**config.mk**
```make
export PLATFORM = sky130hd
export DESIGN_NAME = backplane_bus_control
export DESIGN_NICKNAME = d
export VERILOG_FILES = /design/src/inc/backplane_pkg.sv /design/src/backplane_bus_control.sv
export SDC_FILE = /design/constraint.sdc
export NUM_CORES = 1
export LEC_CHECK = 0
export ABC_AREA = 1
export BUFFER_PORTS_ARGS = -buffer_cell sky130_fd_sc_hd__buf_2
export CAP_MARGIN = 5
export CORE_ASPECT_RATIO = 0.6
export CORE_MARGIN = 2
export CORE_UTILIZATION = 62
export DETAILED_ROUTE_END_ITERATION = 10
export HOLD_SLACK_MARGIN = 0.15
export PLACE_DENSITY = 0.9
export SYNTH_ARGS = -nofsm -noshare
export SYNTH_HDL_FRONTEND = slang
export SYNTH_SLANG_ARGS = --single-unit
```
**constraint.sdc**
```tcl
create_clock -name clk -period 3.3 [get_ports clk]
set_clock_uncertainty 0.1 [all_clocks]
set_input_delay 0.165 -clock clk [delete_from_list [all_inputs] [get_ports clk]]
set_output_delay 0.165 -clock clk [all_outputs]
set_load 0.01 [all_outputs]
```
**src/inc/backplane_pkg.sv**
```systemverilog
// Constants shared by the backplane bus control logic
package backplane_pkg;
  localparam int CLK_KHZ           = 10000;
  localparam int BERR_TIMEOUT_US   = 50;
  localparam int BERR_CYCLES       = BERR_TIMEOUT_US * CLK_KHZ / 1000;
  localparam int POR_HOLD_MS       = 200;
  localparam int POR_CYCLES        = POR_HOLD_MS * CLK_KHZ;
  localparam int DATA_W            = 16;
  localparam int ADDR_W            = 22;
  localparam int SLOT_ID_LSB       = 18;
  localparam int TIMER_W           = 24;
  localparam int PCLK_W            = 3;
  localparam int ACQ_DIV_DEFAULT   = 1;
  localparam int SMCLK_DIV_DEFAULT = 4;
  localparam logic [TIMER_W-1:0] TIMER_RESET = 24'h000000;
  localparam logic [PCLK_W-1:0]  PCLK_RESET  = 3'h0;
  typedef enum logic [1:0] {
    ST_IDLE  = 2'b00,
    ST_STROB = 2'b01,
    ST_WAIT  = 2'b10,
    ST_END   = 2'b11
  } bus_state_t;
endpackage

```
**src/backplane_bus_control.sv**
```systemverilog
// Backplane master bus control, bus-error timer, reset, clocks and acquisition lines
// Summary of operation
// - Processor side alone drives address and strobe lines; slaves drive data on reads.
// - Address strobe frames every sixteen-bit transfer; slaves qualify on it.
// - Upper byte strobe enables the high data byte.
// - Lower byte strobe enables the low data byte.
// - Direction line high for reads, low for writes; slaves drive only reads.
// - Bus error asserted if no acknowledge within 50 us of cycle start.
// - Reset line low 200 ms after supply good, and whenever supply lost.
// - Processor clocks 16, 8, 4, 2 MHz by successive halving.
// - Acquisition master clock with 50 percent duty cycle.
// - Two synchronous trigger lines carry the same trigger function.
// - Two sample-rate memory clocks, one per converter board.
// - Two conversion gates; converters convert only while gated.
// - Trigger enable line gates trigger response.
// - Bus request and grant held fixed so the processor always owns the bus.
// - Data bus sixteen bits, bit fifteen most significant.
`timescale 1ns/1ps
module backplane_bus_control #(
  parameter int POR_CYCLES  = backplane_pkg::POR_CYCLES,
  parameter int BERR_CYCLES = backplane_pkg::BERR_CYCLES,
  parameter int ACQ_DIV     = backplane_pkg::ACQ_DIV_DEFAULT,
  parameter int SMCLK_DIV   = backplane_pkg::SMCLK_DIV_DEFAULT
) (
  input  wire logic                              clk,                 // System clock
  input  wire logic                              rstn,                // Async reset, active low
  input  wire logic                              supply_good,         // 5 V above 4.5 V, async
  input  wire logic                              clock_src,           // 16 MHz source pin, async
  input  wire logic                              cpu_req,             // Start a bus cycle
  input  wire logic                              cpu_rnw,             // 1 read, 0 write
  input  wire logic [1:0]                        cpu_byte_en,         // [1] upper, [0] lower
  input  wire logic [backplane_pkg::ADDR_W-1:0]  cpu_addr,            // Word address
  input  wire logic [backplane_pkg::DATA_W-1:0]  cpu_wdata,           // Write data
  output logic                                   cpu_busy,            // Cycle in progress
  output logic                                   cpu_done,            // Cycle ended pulse
  output logic                                   cpu_berr,            // Ended by bus error
  output logic [backplane_pkg::DATA_W-1:0]       cpu_rdata,           // Read data
  output logic [backplane_pkg::ADDR_W-1:0]       address,             // Backplane address
  output logic [backplane_pkg::DATA_W-1:0]       data_out,            // Backplane data out
  output logic                                   data_oe,             // Drives data lines
  input  wire logic [backplane_pkg::DATA_W-1:0]  data_in,             // Backplane data in
  output logic                                   address_strobe_n,    // Address strobe
  output logic                                   upper_byte_strobe_n, // High byte strobe
  output logic                                   lower_byte_strobe_n, // Low byte strobe
  output logic                                   read_not_write,      // Direction
  input  wire logic                              transfer_ack_n,      // Open-collector ack, async
  output logic                                   bus_error_n,         // Bus error to processor
  output logic                                   power_on_reset_n,    // Reset line
  output logic                                   bus_request_n,       // Fixed, no request
  output logic                                   bus_grant_n,         // Fixed, granted
  output logic [3:0]                             proc_clocks,         // 16,8,4,2 MHz
  input  wire logic                              acq_run,             // Acquisition running
  input  wire logic                              gate_req_a,          // Convert request, board a
  input  wire logic                              gate_req_b,          // Convert request, board b
  input  wire logic                              trigger_event,       // Trigger from same clock
  output logic                                   acq_master_clock,    // Acquisition master clock
  output logic                                   sync_trigger_a,      // Synchronous trigger
  output logic                                   sync_trigger_b,      // Same function
  output logic                                   sample_mem_clock_a,  // Sample memory clock a
  output logic                                   sample_mem_clock_b,  // Sample memory clock b
  output logic                                   convert_gate_a,      // Gate a
  output logic                                   convert_gate_b,      // Gate b
  output logic                                   trigger_enable_line  // Trigger enable
);
  localparam int            TW        = backplane_pkg::TIMER_W;
  localparam logic [TW-1:0] BERR_LAST = TW'(BERR_CYCLES - 1);
  localparam logic [TW-1:0] POR_LAST  = TW'(POR_CYCLES - 1);
  localparam logic [TW-1:0] ACQ_LAST  = TW'(ACQ_DIV - 1);
  localparam logic [TW-1:0] SM_LAST   = TW'(SMCLK_DIV - 1);
  // Synchronisers for pins from outside the clock domain
  logic [1:0] ack_sync_reg, sup_sync_reg, src_sync_reg;
  logic       src_prev_reg;
  // Read data crosses with the same two stages as the acknowledge that qualifies it
  logic [backplane_pkg::DATA_W-1:0] din_sync_reg [2];
  always_ff @(posedge clk or negedge rstn) begin
    if (!rstn) begin
      ack_sync_reg <= 2'h3;
      sup_sync_reg <= 2'h0;
      src_sync_reg <= 2'h0;
      src_prev_reg <= 1'b0;
      din_sync_reg <= '{default: '0};
    end else begin
      ack_sync_reg <= {ack_sync_reg[0], transfer_ack_n};
      sup_sync_reg <= {sup_sync_reg[0], supply_good};
      src_sync_reg <= {src_sync_reg[0], clock_src};
      src_prev_reg <= src_sync_reg[1];
      din_sync_reg <= '{data_in, din_sync_reg[0]};
    end
  end
  wire ack_seen = ~ack_sync_reg[1];
  assign bus_request_n = 1'b1;
  assign bus_grant_n   = 1'b0;

  // Bus cycle state
  backplane_pkg::bus_state_t state_reg, state_next;
  logic [backplane_pkg::TIMER_W-1:0] berr_cnt_reg, berr_cnt_next;
  logic [backplane_pkg::ADDR_W-1:0]  addr_reg, addr_next;
  logic [backplane_pkg::DATA_W-1:0]  wdata_reg, wdata_next, rdata_reg, rdata_next;
  logic [1:0] be_reg, be_next;
  logic rnw_reg, rnw_next, berr_reg, berr_next, done_reg, done_next, fail_reg, fail_next;

  always_comb begin
    state_next    = state_reg;
    berr_cnt_next = berr_cnt_reg;
    addr_next     = addr_reg;
    wdata_next    = wdata_reg;
    rdata_next    = rdata_reg;
    be_next       = be_reg;
    rnw_next      = rnw_reg;
    berr_next     = berr_reg;
    done_next     = 1'b0;
    fail_next     = fail_reg;
    unique case (state_reg)
      backplane_pkg::ST_IDLE: begin
        if (cpu_req && power_on_reset_n) begin
          addr_next     = cpu_addr;
          wdata_next    = cpu_wdata;
          be_next       = cpu_byte_en;
          rnw_next      = cpu_rnw;
          berr_cnt_next = backplane_pkg::TIMER_RESET;
          state_next    = backplane_pkg::ST_STROB;
        end
      end
      // Address, direction and strobes all take effect on the same edge
      backplane_pkg::ST_STROB: state_next = backplane_pkg::ST_WAIT;
      backplane_pkg::ST_WAIT: begin
        berr_cnt_next = berr_cnt_reg + 1'b1;
        if (ack_seen) begin
          if (rnw_reg) rdata_next = din_sync_reg[1];
          fail_next  = 1'b0;
          done_next  = 1'b1;
          state_next = backplane_pkg::ST_END;
        end else if (berr_cnt_reg >= BERR_LAST - 24'h000002) begin
          berr_next  = 1'b1;
          fail_next  = 1'b1;
          done_next  = 1'b1;
          state_next = backplane_pkg::ST_END;
        end
      end
      backplane_pkg::ST_END: begin
        // wait for slave to release acknowledge after strobe negates
        if (!ack_seen) begin
          berr_next  = 1'b0;
          state_next = backplane_pkg::ST_IDLE;
        end
      end
    endcase
  end

  always_ff @(posedge clk or negedge rstn) begin
    if (!rstn) begin
      state_reg    <= backplane_pkg::ST_IDLE;
      berr_cnt_reg <= backplane_pkg::TIMER_RESET;
      addr_reg     <= '0;
      wdata_reg    <= '0;
      rdata_reg    <= '0;
      be_reg       <= 2'h0;
      rnw_reg      <= 1'b1;
      berr_reg     <= 1'b0;
      done_reg     <= 1'b0;
      fail_reg     <= 1'b0;
    end else begin
      state_reg    <= state_next;
      berr_cnt_reg <= berr_cnt_next;
      addr_reg     <= addr_next;
      wdata_reg    <= wdata_next;
      rdata_reg    <= rdata_next;
      be_reg       <= be_next;
      rnw_reg      <= rnw_next;
      berr_reg     <= berr_next;
      done_reg     <= done_next;
      fail_reg     <= fail_next;
    end
  end

  wire strobing = (state_reg == backplane_pkg::ST_STROB) ||
                  (state_reg == backplane_pkg::ST_WAIT);
  assign address_strobe_n    = ~strobing;
  assign upper_byte_strobe_n = ~(strobing && be_reg[1]);
  assign lower_byte_strobe_n = ~(strobing && be_reg[0]);
  assign read_not_write = rnw_reg;
  assign data_oe        = strobing && !rnw_reg;
  assign data_out    = wdata_reg;
  assign address     = addr_reg;
  assign bus_error_n = ~berr_reg;
  assign cpu_busy    = (state_reg != backplane_pkg::ST_IDLE);
  assign cpu_done    = done_reg;
  assign cpu_berr    = fail_reg;
  assign cpu_rdata   = rdata_reg;
  // Power-on reset timer; a supply dip restarts the full hold
  logic [backplane_pkg::TIMER_W-1:0] por_cnt_reg, por_cnt_next;
  logic por_n_reg, por_n_next;
  always_comb begin
    por_cnt_next = por_cnt_reg;
    por_n_next   = por_n_reg;
    // hold then release, drop on supply loss
    if (!sup_sync_reg[1]) begin
      por_cnt_next = backplane_pkg::TIMER_RESET;
      por_n_next   = 1'b0;
    end else if (por_cnt_reg == POR_LAST) begin
      por_n_next = 1'b1;
    end else begin
      por_cnt_next = por_cnt_reg + 1'b1;
    end
  end
  always_ff @(posedge clk or negedge rstn) begin
    if (!rstn) begin
      por_cnt_reg <= backplane_pkg::TIMER_RESET;
      por_n_reg   <= 1'b0;
    end else begin
      por_cnt_reg <= por_cnt_next;
      por_n_reg   <= por_n_next;
    end
  end
  assign power_on_reset_n = por_n_reg;
  // Clock dividers and acquisition lines
  logic [backplane_pkg::PCLK_W-1:0] pclk_reg, pclk_next;
  logic [backplane_pkg::TIMER_W-1:0] acq_cnt_reg, acq_cnt_next, sm_cnt_reg, sm_cnt_next;
  logic acq_reg, acq_next, sm_reg, sm_next, trig_reg, trig_next;
  logic gate_a_reg, gate_a_next, gate_b_reg, gate_b_next, ten_reg, ten_next;
  always_comb begin
    // successive halving on each source rising edge
    pclk_next = pclk_reg;
    if (src_sync_reg[1] && !src_prev_reg) pclk_next = pclk_reg + 1'b1;
    acq_cnt_next = acq_cnt_reg + 1'b1;
    acq_next     = acq_reg;
    if (acq_cnt_reg == ACQ_LAST) begin
      acq_cnt_next = backplane_pkg::TIMER_RESET;
      acq_next     = ~acq_reg;
    end
    // sample clocks run only during acquisition
    sm_cnt_next = sm_cnt_reg + 1'b1;
    sm_next     = sm_reg;
    if (!acq_run) begin
      sm_cnt_next = backplane_pkg::TIMER_RESET;
      sm_next     = 1'b0;
    end else if (sm_cnt_reg == SM_LAST) begin
      sm_cnt_next = backplane_pkg::TIMER_RESET;
      sm_next     = ~sm_reg;
    end
    // gates follow requests only while running
    gate_a_next = acq_run && gate_req_a;
    gate_b_next = acq_run && gate_req_b;
    ten_next  = acq_run;
    trig_next = trigger_event && ten_reg;
  end
  always_ff @(posedge clk or negedge rstn) begin
    if (!rstn) begin
      pclk_reg    <= backplane_pkg::PCLK_RESET;
      acq_cnt_reg <= backplane_pkg::TIMER_RESET;
      sm_cnt_reg  <= backplane_pkg::TIMER_RESET;
      acq_reg     <= 1'b0;
      sm_reg      <= 1'b0;
      trig_reg    <= 1'b0;
      gate_a_reg  <= 1'b0;
      gate_b_reg  <= 1'b0;
      ten_reg     <= 1'b0;
    end else begin
      pclk_reg    <= pclk_next;
      acq_cnt_reg <= acq_cnt_next;
      sm_cnt_reg  <= sm_cnt_next;
      acq_reg     <= acq_next;
      sm_reg      <= sm_next;
      trig_reg    <= trig_next;
      gate_a_reg  <= gate_a_next;
      gate_b_reg  <= gate_b_next;
      ten_reg     <= ten_next;
    end
  end
  assign proc_clocks         = {pclk_reg[2], pclk_reg[1], pclk_reg[0], src_prev_reg};
  assign acq_master_clock    = acq_reg;
  assign sync_trigger_a      = trig_reg;
  assign sync_trigger_b      = trig_reg;
  assign sample_mem_clock_a  = sm_reg;
  assign sample_mem_clock_b  = sm_reg;
  assign convert_gate_a      = gate_a_reg;
  assign convert_gate_b      = gate_b_reg;
  assign trigger_enable_line = ten_reg;
endmodule

```
==> metrics.log, run 1 <==
INFO  metric run_status = finished clean
INFO  metric reg2reg_setup_slack = 0.47 ns
INFO  metric finish.net_count = about 1400
INFO  metric power_density = between 400 and 500 mW/mm^2
INFO  metric fp.dieH = 100 um
INFO  metric crit-reg2reg-launch = state_reg[0]$_DFFE_PN0P_
INFO  metric syn_to_final_growth = 24.8%
INFO  metric ant_nets = 0
INFO  metric max_cap_violations = 0
INFO  metric grt_antenna_before_repair = 1
INFO  metric die_area = 0.0165 mm^2
INFO  metric grt_pass1_vias = 8293
INFO  metric clk_pin_slew_worst_paths = 0.07 ns
INFO  metric synthesis.instances = about 1100
INFO  metric finalCriticalPeriod = 2.83 ns
INFO  metric yosys_most_used_dff = dfrtp_1
INFO  metric synth_top_cells_by_area = dfrtp_1 (53%), nand2_1 (14%), nor2_1 (5.8%)
INFO  metric route.vias.total = 8612
INFO  metric grt_max_degree = 119
INFO  metric std_cell_rows = 35
INFO  metric ctsHtreeMaxLevel = 1
INFO  metric slew_viol_final = 0
INFO  metric placedCellCount = 1472
INFO  metric worst_skew_pair_latency = 0.51 ns
INFO  metric synth_seq_area_share = 0.541
INFO  metric grt_use_met1 = 0.443
INFO  metric grt.met2_usage = 0.517
INFO  metric detail_route.first_pass.iterations = 7
INFO  metric io-pin-count = 145
INFO  metric clock_sinks = 207
INFO  metric dpl_cell_area = 0.0105 mm^2
INFO  metric gr-usage-all-layers = 0.323
INFO  metric post_synth_most_frequent_cells = nand2_1 (358), dfrtp_1 (204), nor2_1 (148)
INFO  metric mean_instance_size_in_the_synthesized_netlist = ~8.4 um^2
INFO  metric detailed_route_wire_length_per_cell = 16.7 um
INFO  metric cts-root-buf = clkbuf_16
INFO  metric synthDominantAreaCellType = dfrtp_1
INFO  metric synth.top_cell.area_share = 0.533
INFO  metric critPathLaunchType = register
INFO  metric initial_utilization = 0.628
INFO  metric post_cts_buffers = 0
INFO  metric synth_seq_cells = approximately 210
INFO  metric first_pass_grt_wire_length = between 40000 and 50000 um
INFO  metric die_w = around 160 um
INFO  metric synth_edf_count = 0
INFO  metric core-area = around 0.015 mm^2
INFO  metric layout_worst_path_cycle_share = 0.858
INFO  metric rsz0062_at_grt = false
INFO  metric critical_path_source = state_reg[0]$_DFFE_PN0P_
INFO  metric route.final.wire_length = 26400 um
INFO  metric synth.lib_cells_used.distinct = 35
INFO  metric total_setup_violations_reported_at_the_end_of_the_flow = 0
INFO  metric cp_data_arrival_time = ~3.2 ns
INFO  metric global_route.overflow_total = 0
INFO  metric cts_made_buffers = 20
INFO  metric global_route.usage.met3 = 0.0686
INFO  metric clk_path_buf_depth = 3
INFO  metric max_freq = ~350 MHz
INFO  metric critPathCaptureType = register
INFO  metric final_hold_viol_count = 0
INFO  metric worst-r2r-cell-count = 8
INFO  metric worstPathRequired = between 3 and 4 ns
INFO  metric largest_reg_flops = 32
INFO  metric post_detailed_placement_half_perimeter_wirelength = 15900 um
INFO  metric synthMostInstantiatedCell = nand2_1
INFO  metric worst_flop_to_flop_path_endpoint = be_reg[0]$_DFFE_PN0P_
INFO  metric critPathKind = reg -> reg
INFO  metric drive_gt1_frac = 0.175
INFO  metric detail_route.vias_per_cell = 5.43
INFO  metric final.setup.tns = 0 ns
INFO  metric ys.warnings.count = 0
INFO  metric capture_point_of_the_critical_path = be_reg[0]$_DFFE_PN0P_
INFO  metric postSynthNetCount = 1221
INFO  metric timing.slew.headroom = 0.370
INFO  metric worst_slew_pin_slew = 0.945 ns
INFO  metric worstHoldPathType = in -> reg
INFO  metric port-buffer-count = between 100 and 150
INFO  metric globalplace.congestion = roughly 0.94
INFO  metric final.fill_count = 943
INFO  metric route.detailed.drc = 0
INFO  metric synth_async_sr_flop_share = 1.00
INFO  metric worst_ir_drop_vdd = 0.000503 V
INFO  metric critPathMaxFanout = 32
INFO  metric detail_route.iter0.violations = between 800 and 900
INFO  metric synthesis.area = around 0.0096 mm^2
INFO  metric finish.instance_area = between 0.01 and 0.015 mm^2
INFO  metric post-route-util = 0.784
INFO  metric layout.cells.non_filler = 1585
INFO  metric clock_tree_from_tritoncts = done
INFO  metric grt_busiest_layer = met2
INFO  metric power_leakage = 6.26 nW
## kinds of logic (layout without fill, tap and decap cells)
logic type,Yosys count,in the layout,share of synthesized area
fa+ha+maj,11,11,0.0144
compound gates,48,48,0.0259
other cells,2,3,0.000785
flops,207,207,0.541
simple gates,660,660,0.298
buf+inv,162,400,0.0668
mux,17,17,0.0200
xor+xnor,36,36,0.0329
## worst max-delay path: stages, from the launching register on
cell	delay [ns]
dfrtp_1	0.40
inv_1	0.09
ha_1	0.21
nand3_2	0.28
inv_1	0.42
buf_4	0.43
nand2_1	0.10
nand2_1	0.10
dlygate4sd3_1	0.59
## cell usage in the layout, fill, tap and decap left out, types with 4 or more instances in the layout
master and count:
buf_4 4, ha_1 11, o21ai_0 18, nand2_1 358
nor2_2 13, xnor2_1 8, dfrtp_1 204, nor2_1 148
nor3_2 5, dlygate4sd3_1 76, nand3_2 6, clkinv_2 4
xor2_1 28, nand4_1 22, buf_2 141, clkbuf_1 4
mux2_2 17, clkbuf_16 21, nor3_1 22, nand3b_1 5
inv_1 138, nand2_2 4, or2_2 4, a21oi_1 25
nand3_1 64, nor2_4 4
## per-layer routing
layer / up-vias / routed length, um
li1: 3992 / -
met1: 4082 / 11000
met2: 446 / 12200
met3: 92 / 2240
met4: 0 / 945
met5: - / 0
## power by group
group / internal (W) / switching [W]
registers: 0.00259 / 0.0000406
logic: 0.000132 / 0.000140
clock network: 0.00145 / 0.00100
total: 0.00418 / 0.00118
## area by class of cell
type / instances / area (um^2) / share of cell area
Sequential cell: 207 / 5180 / 0.434
Multi-Input combinational cell: 774 / 3750 / 0.314
Antenna cell: 1 / 2.50 / 0.000209
Clock inverter: 9 / 134 / 0.0112
Timing Repair Buffer: 223 / 1530 / 0.128
Clock buffer: 27 / 568 / 0.0475
Tap cell: 203 / 254 / 0.0213
Inverter: 141 / 529 / 0.0443
## repair_timing
action / CTS / global route
hold buffers: 76 / 0
endpoints found under the hold margin: 184 / 0
gates resized for setup: 0 / 0
## per-stage QoR
step | worst slack (ns) | power (W) | hold slack, ns
final | 0.468 | 0.00536 | 0.216
after global routing | 0.405 | 0.00553 | 0.195
after CTS | 0.637 | 0.00536 | 0.199
after detailed placement | 1.19 | 0.00288 | 0.174
after global placement | 1.27 | 0.00287 | 0.173
after floorplan | 1.64 | 0.00275 | -0.231
## how the worst min path moves through the flow
stage / start / endpoint / slack (ns) / cells after the start
5_1_grt: supply_good / sup_sync_reg[0]$_DFF_PN0_ / 0.19 / 2
3_5_place_dp: transfer_ack_n / ack_sync_reg[0]$_DFF_PN1_ / 0.17 / 1
4_1_cts: supply_good / sup_sync_reg[0]$_DFF_PN0_ / 0.20 / 2
2_1_floorplan: rstn / acq_cnt_reg[0]$_DFF_PN0_ / -0.23 / 0
3_3_place_gp: data_in[12] / din_sync_reg[28]$_DFF_PN0_ / 0.17 / 1
6_report: supply_good / sup_sync_reg[0]$_DFF_PN0_ / 0.22 / 2
Note: power is estimated with default switching activity, not from simulation.
==> run 2, diff against run 1 <==
--- a/config.mk
+++ b/config.mk
@@ -5,15 +5,14 @@
 export SDC_FILE = /design/constraint.sdc
 export NUM_CORES = 1
 export LEC_CHECK = 0
-export ABC_AREA = 1
 export BUFFER_PORTS_ARGS = -buffer_cell sky130_fd_sc_hd__buf_2
 export CAP_MARGIN = 5
 export CORE_ASPECT_RATIO = 0.6
 export CORE_MARGIN = 2
-export CORE_UTILIZATION = 62
+export CORE_UTILIZATION = 61
 export DETAILED_ROUTE_END_ITERATION = 10
 export HOLD_SLACK_MARGIN = 0.15
-export PLACE_DENSITY = 0.9
+export PLACE_DENSITY = 0.89
 export SYNTH_ARGS = -nofsm -noshare
 export SYNTH_HDL_FRONTEND = slang
 export SYNTH_SLANG_ARGS = --single-unit
==> run 2 against run 1 <==
Non-clock buffer count fell by 6. Combinational power rose to 2.5 times the previous value. Total power rose by 4.1%. Count of clock-buffer cells in the layout did not move. Worst setup slack improved by 0.013 ns.
==> metrics.log, run 2 <==
INFO  metric run_status = finished clean
INFO  metric worstHoldPathType = in -> reg
INFO  metric first_pass_grt_wire_length = 35800 um
INFO  metric global_route.overflow_total = 0
INFO  metric final.setup.tns = 0 ns
INFO  metric route.vias.total = 7347
INFO  metric post_synth_most_frequent_cells = dfrtp_1 (204), nand2_1 (173), nor2_1 (35), xnor2_1 (35), nand3_1 (32)
INFO  metric layout_worst_path_cycle_share = 0.854
INFO  metric globalplace.congestion = 0.847
INFO  metric max_cap_violations = 0
INFO  metric power_leakage = 5.44 nW
INFO  metric worstPathRequired = 3.60 ns
INFO  metric die_w = 161 um
INFO  metric clk_pin_slew_worst_paths = about 0.060 ns
INFO  metric ys.warnings.count = 0
INFO  metric hold_ws = between 0.2 and 0.25 ns
INFO  metric synth_seq_cells = 207
INFO  metric synth_async_sr_flop_share = 1.00
INFO  metric layout.cells.non_filler = 1250
INFO  metric timing.critical_path.slowest_cell_delay = 0.47 ns
INFO  metric synthDominantAreaCellType = dfrtp_1
INFO  metric critPathCaptureType = register
INFO  metric cpMostUsedCell = buf_4
INFO  metric synthesis.instances = 842
INFO  metric mean_instance_size_in_the_synthesized_netlist = between 10 and 15 um^2
INFO  metric slowest_stage = buf_4
INFO  metric placedCellCount = between 1000 and 1500
INFO  metric synth_seq_area_share = 0.578
INFO  metric critPathKind = reg -> reg
INFO  metric io-pin-count = 145
INFO  metric comb_power_share = 0.122
INFO  metric detail_route.iter0.violations = 771
INFO  metric max_freq = between 300 and 400 MHz
INFO  metric critical_path_buf_inv_count = 3
INFO  metric fp.dieH = around 98 um
INFO  metric synth_top_cells_by_area = dfrtp_1 (57%), nand2_1 (7.2%), xnor2_1 (3.4%)
INFO  metric grt_antenna_before_repair = 0
INFO  metric critPathMaxFanout = 47
INFO  metric syn_to_final_growth = 23.9%
INFO  metric synth.top_cell.area_share = 0.569
INFO  metric post_cts_buffers = 0
INFO  metric ant_nets = 0
INFO  metric cts-root-buf = clkbuf_16
INFO  metric grt_pass1_vias = 7115
INFO  metric final.fill_count = between 800 and 900
INFO  metric layout_common_cells = dfrtp_1 (204), nand2_1 (173), buf_2 (141)
INFO  metric yosys_most_used_dff = dfrtp_1
INFO  metric power_frac_clock = 0.387
INFO  metric rsz0062_at_grt = false
INFO  metric port-buffer-count = 142
INFO  metric timing.slew.headroom = 0.321
INFO  metric ctsHtreeMaxLevel = 1
INFO  metric largest_reg_flops = 32
INFO  metric power.share.switching = 0.251
INFO  metric synth_edf_count = 0
INFO  metric layout.cells.most_common = dfrtp_1
INFO  metric detail_route.first_pass.iterations = 5
INFO  metric share_seq_of_total_power = 0.491
INFO  metric core-area = 0.0144 mm^2
INFO  metric path_delay_family = buffers and inverters
INFO  metric final_hold_viol_count = 0
INFO  metric critPathLaunchType = register
INFO  metric postSynthNetCount = 920
INFO  metric slew_viol_final = 0
INFO  metric total_setup_violations_reported_at_the_end_of_the_flow = 0
INFO  metric gr-usage-all-layers = 0.281
INFO  metric worst_slew_pin_slew = 1.01 ns
INFO  metric route.detailed.drc = 0
INFO  metric clk_path_buf_depth = 3
INFO  metric initial_utilization = 0.622
INFO  metric finalCriticalPeriod = 2.82 ns
INFO  metric std_cell_rows = 34
INFO  metric cts_made_buffers = 19
INFO  metric clock_sinks = 207
INFO  metric synthesis.area = around 0.009 mm^2
INFO  metric grt_max_degree = 79
INFO  metric synthMostInstantiatedCell = dfrtp_1
INFO  metric finish.net_count = 1122
INFO  metric p_sw = 0.00140 W
INFO  metric worst_ir_drop_vdd = 0.000403 V
INFO  metric die_area = approximately 0.016 mm^2
INFO  metric synth.lib_cells_used.distinct = 62
INFO  metric cp_data_arrival_time = 3.11 ns
INFO  metric n_antenna_cell = 0
INFO  metric detail_route.vias_per_cell = 5.88
INFO  metric clock_tree_from_tritoncts = done
INFO  metric post_detailed_placement_half_perimeter_wirelength = ~13000 um
INFO  metric post-route-util = 0.771
INFO  metric worst_skew_pair_latency = 0.49 ns
INFO  metric cp_cell_sequence = inv_1 > ha_1 > and3_1 > buf_4 > o21ai_0 > buf_4 > or4_1 > a21oi_1
INFO  metric detailed_route_wire_length_per_cell = about 18 um
INFO  metric p_int = around 0.0042 W
INFO  metric power_density = 502 mW/mm^2
INFO  metric route.final.wire_length = ~22000 um
INFO  metric drive_gt1_frac = 0.201
run 2: cell count changes after synthesis, sizes merged, moves of 14 or more:
cell    previous run  this run
nand2            362       173
and2               0        15
nor4               1        20
or4                0        22
xnor2              8        35
o31ai              0        20
nand3             70        35
inv              141        20
nand2b             0        14
nor3              29        14
nor2             165        35
run 2: worst paths after layout:
check / cells after the start / slack [ns] / startpoint / endpoint
setup / recovery: 8 / 0.48 / state_reg[0]$_DFFE_PN0P_ / berr_cnt_reg[7]$_DFFE_PN0P_
hold / removal: 2 / 0.22 / data_in[12] / din_sync_reg[28]$_DFF_PN0_
setup reg to reg: 8 / 0.48 / state_reg[0]$_DFFE_PN0P_ / berr_cnt_reg[7]$_DFFE_PN0P_
hold reg to reg: 0 / 0.25 / src_sync_reg[0]$_DFF_PN0_ / src_sync_reg[1]$_DFF_PN0_
max in group asynchronous: 4 / 1.73 / rstn / ack_sync_reg[1]$_DFF_PN1_
min in group asynchronous: 3 / 0.57 / rstn / din_sync_reg[3]$_DFF_PN0_
run 2: area by class of cell:
type / instances / area, um^2 / area share
clock buffers: 27 / 556 / 0.0500
clock inverters: 2 / 38.8 / 0.00349
inverters: 20 / 75.1 / 0.00676
multi-input cells: 579 / 3540 / 0.318
flip-flops and latches: 207 / 5180 / 0.467
well taps: 198 / 248 / 0.0223
repair buffers: 217 / 1480 / 0.133
run 2: through the flow:
stage          setup WS [ns]  power, W  instance area, um^2
2_1_floorplan           1.29   0.00312                 8970
3_3_place_gp           0.743   0.00334                 9830
3_5_place_dp           0.641   0.00338                 9830
4_1_cts                0.616   0.00557                11100
5_1_grt                0.341   0.00578                11100
6_report               0.481   0.00558                11100
run 2: routing by layer:
layer | global-route usage | routed length, um | share of wire | up-vias
li1 | - | - | - | 3329
met2 | 0.446 | 10200 | 0.46 | 367
met4 | 0.0790 | 563 | 0.026 | 0
met1 | 0.403 | 9630 | 0.44 | 3594
met3 | 0.0523 | 1580 | 0.072 | 57
met5 | 0 | 0 | 0 | -
run 2: kinds of logic (layout without fill, tap and decap cells):
kind of cell,Yosys count,in the layout,synth area share
buffers and inverters,56,266,0.0275
other,2,2,0.000838
DFF,207,207,0.578
xor gates and xnor gates,51,51,0.0498
AOI/OAI and AO/OA,88,88,0.0628
muxes,29,29,0.0347
and+or+nand+nor,398,398,0.231
adders and majority gates,11,11,0.0154
run 2: power by group through the flow:
| stage | logic (W) | clock network (W) | registers [W] |
|---|---|---|---|
| after detailed placement | 0.000600 | 0 | 0.00278 |
| after global routing | 0.000748 | 0.00228 | 0.00275 |
| final | 0.000680 | 0.00216 | 0.00274 |
| after floorplan | 0.000360 | 0 | 0.00276 |
| after CTS | 0.000667 | 0.00217 | 0.00273 |
| after global placement | 0.000573 | 0 | 0.00277 |
run 2: what timing repair did:
| action | CTS | global route |
|---|---|---|
| endpoints found under the hold margin | 251 | 0 |
| resized for setup | 0 | 0 |
| hold buffers | 68 | 0 |
==> run 3, diff against run 2 <==
--- a/config.mk
+++ b/config.mk
@@ -5,14 +5,16 @@
 export SDC_FILE = /design/constraint.sdc
 export NUM_CORES = 1
 export LEC_CHECK = 0
+export ABC_AREA = 1
 export BUFFER_PORTS_ARGS = -buffer_cell sky130_fd_sc_hd__buf_2
 export CAP_MARGIN = 5
 export CORE_ASPECT_RATIO = 0.6
 export CORE_MARGIN = 2
-export CORE_UTILIZATION = 61
+export CORE_UTILIZATION = 62
 export DETAILED_ROUTE_END_ITERATION = 10
 export HOLD_SLACK_MARGIN = 0.15
-export PLACE_DENSITY = 0.89
+export PLACE_DENSITY = 0.9
+export RECOVER_POWER = 25
 export SYNTH_ARGS = -nofsm -noshare
 export SYNTH_HDL_FRONTEND = slang
 export SYNTH_SLANG_ARGS = --single-unit
==> run 3 against run 2 <==
Critical path depth is the same. Register-to-register slack worse by 0.02 ns. Fmax decreased by 0.68%. Utilization rose by 1.3 points. Via count is 18% higher. First-iteration DRC count up 8.4%. Count of clock-buffer cells in the layout is the same. Flip-flop and latch count did not move. Non-clock buffer count up 6. Sequential share of layout area down 3.3 points. Clock power up 14%. Critical path type unchanged. Largest cell class unchanged.
==> metrics.log, run 3 (same netlist as run 1, synthesis figures left out) <==
INFO  metric drive_gt1_frac = 0.172
INFO  metric clock_tree_from_tritoncts = done
INFO  metric detail_route.first_pass.iterations = 5
INFO  metric global_route.overflow_total = 0
INFO  metric reg2reg_setup_slack = 0.46 ns
INFO  metric multi_input_comb_area = 0.00375 mm^2
INFO  metric port-buffer-count = approximately 140
INFO  metric timing.hold.worst_endpoint = sup_sync_reg[0]$_DFF_PN0_
INFO  metric hp-start = supply_good
INFO  metric first_pass_grt_wire_length = between 40000 and 50000 um
INFO  metric initial_utilization = 0.628
INFO  metric grt_antenna_before_repair = 1
INFO  metric max_freq = 352 MHz
INFO  metric slowest_stage = dlygate4sd3_1
INFO  metric final_hold_viol_count = 0
INFO  metric route.vias.total = between 8000 and 9000
INFO  metric grt_pass1_vias = 8293
INFO  metric layout.cells.most_common = nand2_1
INFO  metric power_leakage = 6.25 nW
INFO  metric std_cell_rows = 35
INFO  metric critPathKind = reg -> reg
INFO  metric grt_max_degree = 119
INFO  metric clk_pin_slew_worst_paths = approximately 0.07 ns
INFO  metric slew_viol_final = 0
INFO  metric finish.net_count = 1445
INFO  metric die_area = 0.0165 mm^2
INFO  metric syn_to_final_growth = 24.8%
INFO  metric worst_ir_drop_vdd = 0.000501 V
INFO  metric layout_common_cells = nand2_1 (358), dfrtp_1 (204), nor2_1 (148)
INFO  metric clk_path_buf_depth = 3
INFO  metric gr-usage-all-layers = 0.323
INFO  metric final.fill_count = 945
INFO  metric power_density = 448 mW/mm^2
INFO  metric post-route-util = 0.784
INFO  metric worst_skew_pair_latency = slightly above 0.5 ns
INFO  metric min_delay_path_depth = 2
INFO  metric detail_route.iter0.violations = 836
INFO  metric critPathCaptureType = register
INFO  metric design_power_total = 0.00536 W
INFO  metric post_detailed_placement_half_perimeter_wirelength = approximately 16000 um
INFO  metric fp.dieH = 100 um
INFO  metric layout_worst_path_cycle_share = 0.860
INFO  metric final.setup.tns = 0 ns
INFO  metric finalCriticalPeriod = approximately 2.8 ns
INFO  metric ctsHtreeMaxLevel = 1
INFO  metric timing.critical_path.slowest_cell_delay = 0.59 ns
INFO  metric worst_slew_pin_slew = 0.931 ns
INFO  metric route.detailed.drc = 0
INFO  metric largest_reg_flops = 32
INFO  metric cp_cell_sequence = inv_1 > ha_1 > nand3_2 > inv_1 > buf_4 > nand2_1 > nand2_1 > dlygate4sd3_1
INFO  metric detail_route.vias_per_cell = 5.47
INFO  metric run_status = finished clean
INFO  metric crit-reg2reg-launch = state_reg[0]$_DFFE_PN0P_
INFO  metric cp_data_arrival_time = ~3.2 ns
INFO  metric total_setup_violations_reported_at_the_end_of_the_flow = 0
INFO  metric max_cap_violations = 0
INFO  metric worstHoldPathType = in -> reg
INFO  metric io-pin-count = 145
INFO  metric detailed_route_wire_length_per_cell = 16.6 um
INFO  metric die_w = 164 um
INFO  metric cts_made_buffers = 20
INFO  metric ant_nets = 0
INFO  metric worstPathRequired = 3.62 ns
INFO  metric register_area = 0.00518 mm^2
INFO  metric timing.slew.headroom = 0.380
INFO  metric critPathLaunchType = register
INFO  metric clock_sinks = 207
INFO  metric core-area = 0.0152 mm^2
INFO  metric cts-root-buf = clkbuf_16
INFO  metric worst_flop_to_flop_path_endpoint = be_reg[0]$_DFFE_PN0P_
INFO  metric rsz0062_at_grt = false
INFO  metric route.final.wire_length = 26400 um
INFO  metric critPathMaxFanout = 32
INFO  metric worst-r2r-cell-count = 8
INFO  metric globalplace.congestion = 0.941
## run 3: cell types whose count changed in the layout (fill, tap and decap cells not counted), sizes merged, moves of 22 or more
cell | before | now
xnor2 | 35 | 8
nand3 | 35 | 70
nand2 | 173 | 362
nor2 | 35 | 165
inv | 21 | 141
or4 | 22 | 0
## run 3: cell type report
type / count / share of cell area
repair buffers: 223 / 0.128
flip-flops and latches: 207 / 0.434
multi-input cells: 774 / 0.314
clock buffers: 27 / 0.0475
clock inverters: 9 / 0.0112
well taps: 203 / 0.0213
inverters: 141 / 0.0443
diodes: 1 / 0.000209
## run 3: layer usage
layer,track usage,share of wire
met5,0,0
met4,0.118,0.035
met3,0.0686,0.092
met2,0.517,0.46
met1,0.443,0.41
## run 3: power by group
group | internal, W | switching, W
Clock | 0.00145 | 0.00100
Sequential | 0.00259 | 0.0000402
Combinational | 0.000129 | 0.000140
## run 3: worst max-delay path, delay by kind of cell, from the launching register on
kind	cells	cell delay, ns
flops	1	0.40
buf+inv	4	1.53
fa+ha+maj	1	0.21
simple gates	3	0.50
## run 3: timing repair
| action | in CTS | in global routing |
|---|---|---|
| gates resized for setup | 0 | 0 |
| endpoints found under the setup margin | 0 | 0 |
| setup buffers | 0 | 0 |
| hold buffers | 76 | 0 |
| endpoints found under the hold margin | 184 | 0 |
## run 3: per-stage QoR
| stage | setup WS, ns | hold WS, ns | area (um^2) | std cells |
|---|---|---|---|---|
| global placement | 1.27 | 0.173 | 10500 | 1472 |
| floorplan | 1.64 | -0.231 | 9570 | 1143 |
| finish | 0.462 | 0.215 | 11900 | 1585 |
| detailed placement | 1.19 | 0.174 | 10500 | 1472 |
| global route | 0.405 | 0.195 | 11900 | 1585 |
| CTS | 0.637 | 0.199 | 11900 | 1584 |
## run 3: worst max path at each step
stage / from / cells after the start / end / slack [ns]
global route: state_reg[0]$_DFFE_PN0P_ / 8 / address[18]$_DFFE_PN0P_ / 0.40
finish: state_reg[0]$_DFFE_PN0P_ / 8 / be_reg[0]$_DFFE_PN0P_ / 0.46
detailed placement: state_reg[0]$_DFFE_PN0P_ / 7 / address[4]$_DFFE_PN0P_ / 1.19
CTS: state_reg[0]$_DFFE_PN0P_ / 8 / be_reg[1]$_DFFE_PN0P_ / 0.64
floorplan: state_reg[0]$_DFFE_PN0P_ / 7 / cpu_rdata[10]$_DFFE_PN0P_ / 1.64
global placement: state_reg[0]$_DFFE_PN0P_ / 7 / address[1]$_DFFE_PN0P_ / 1.27
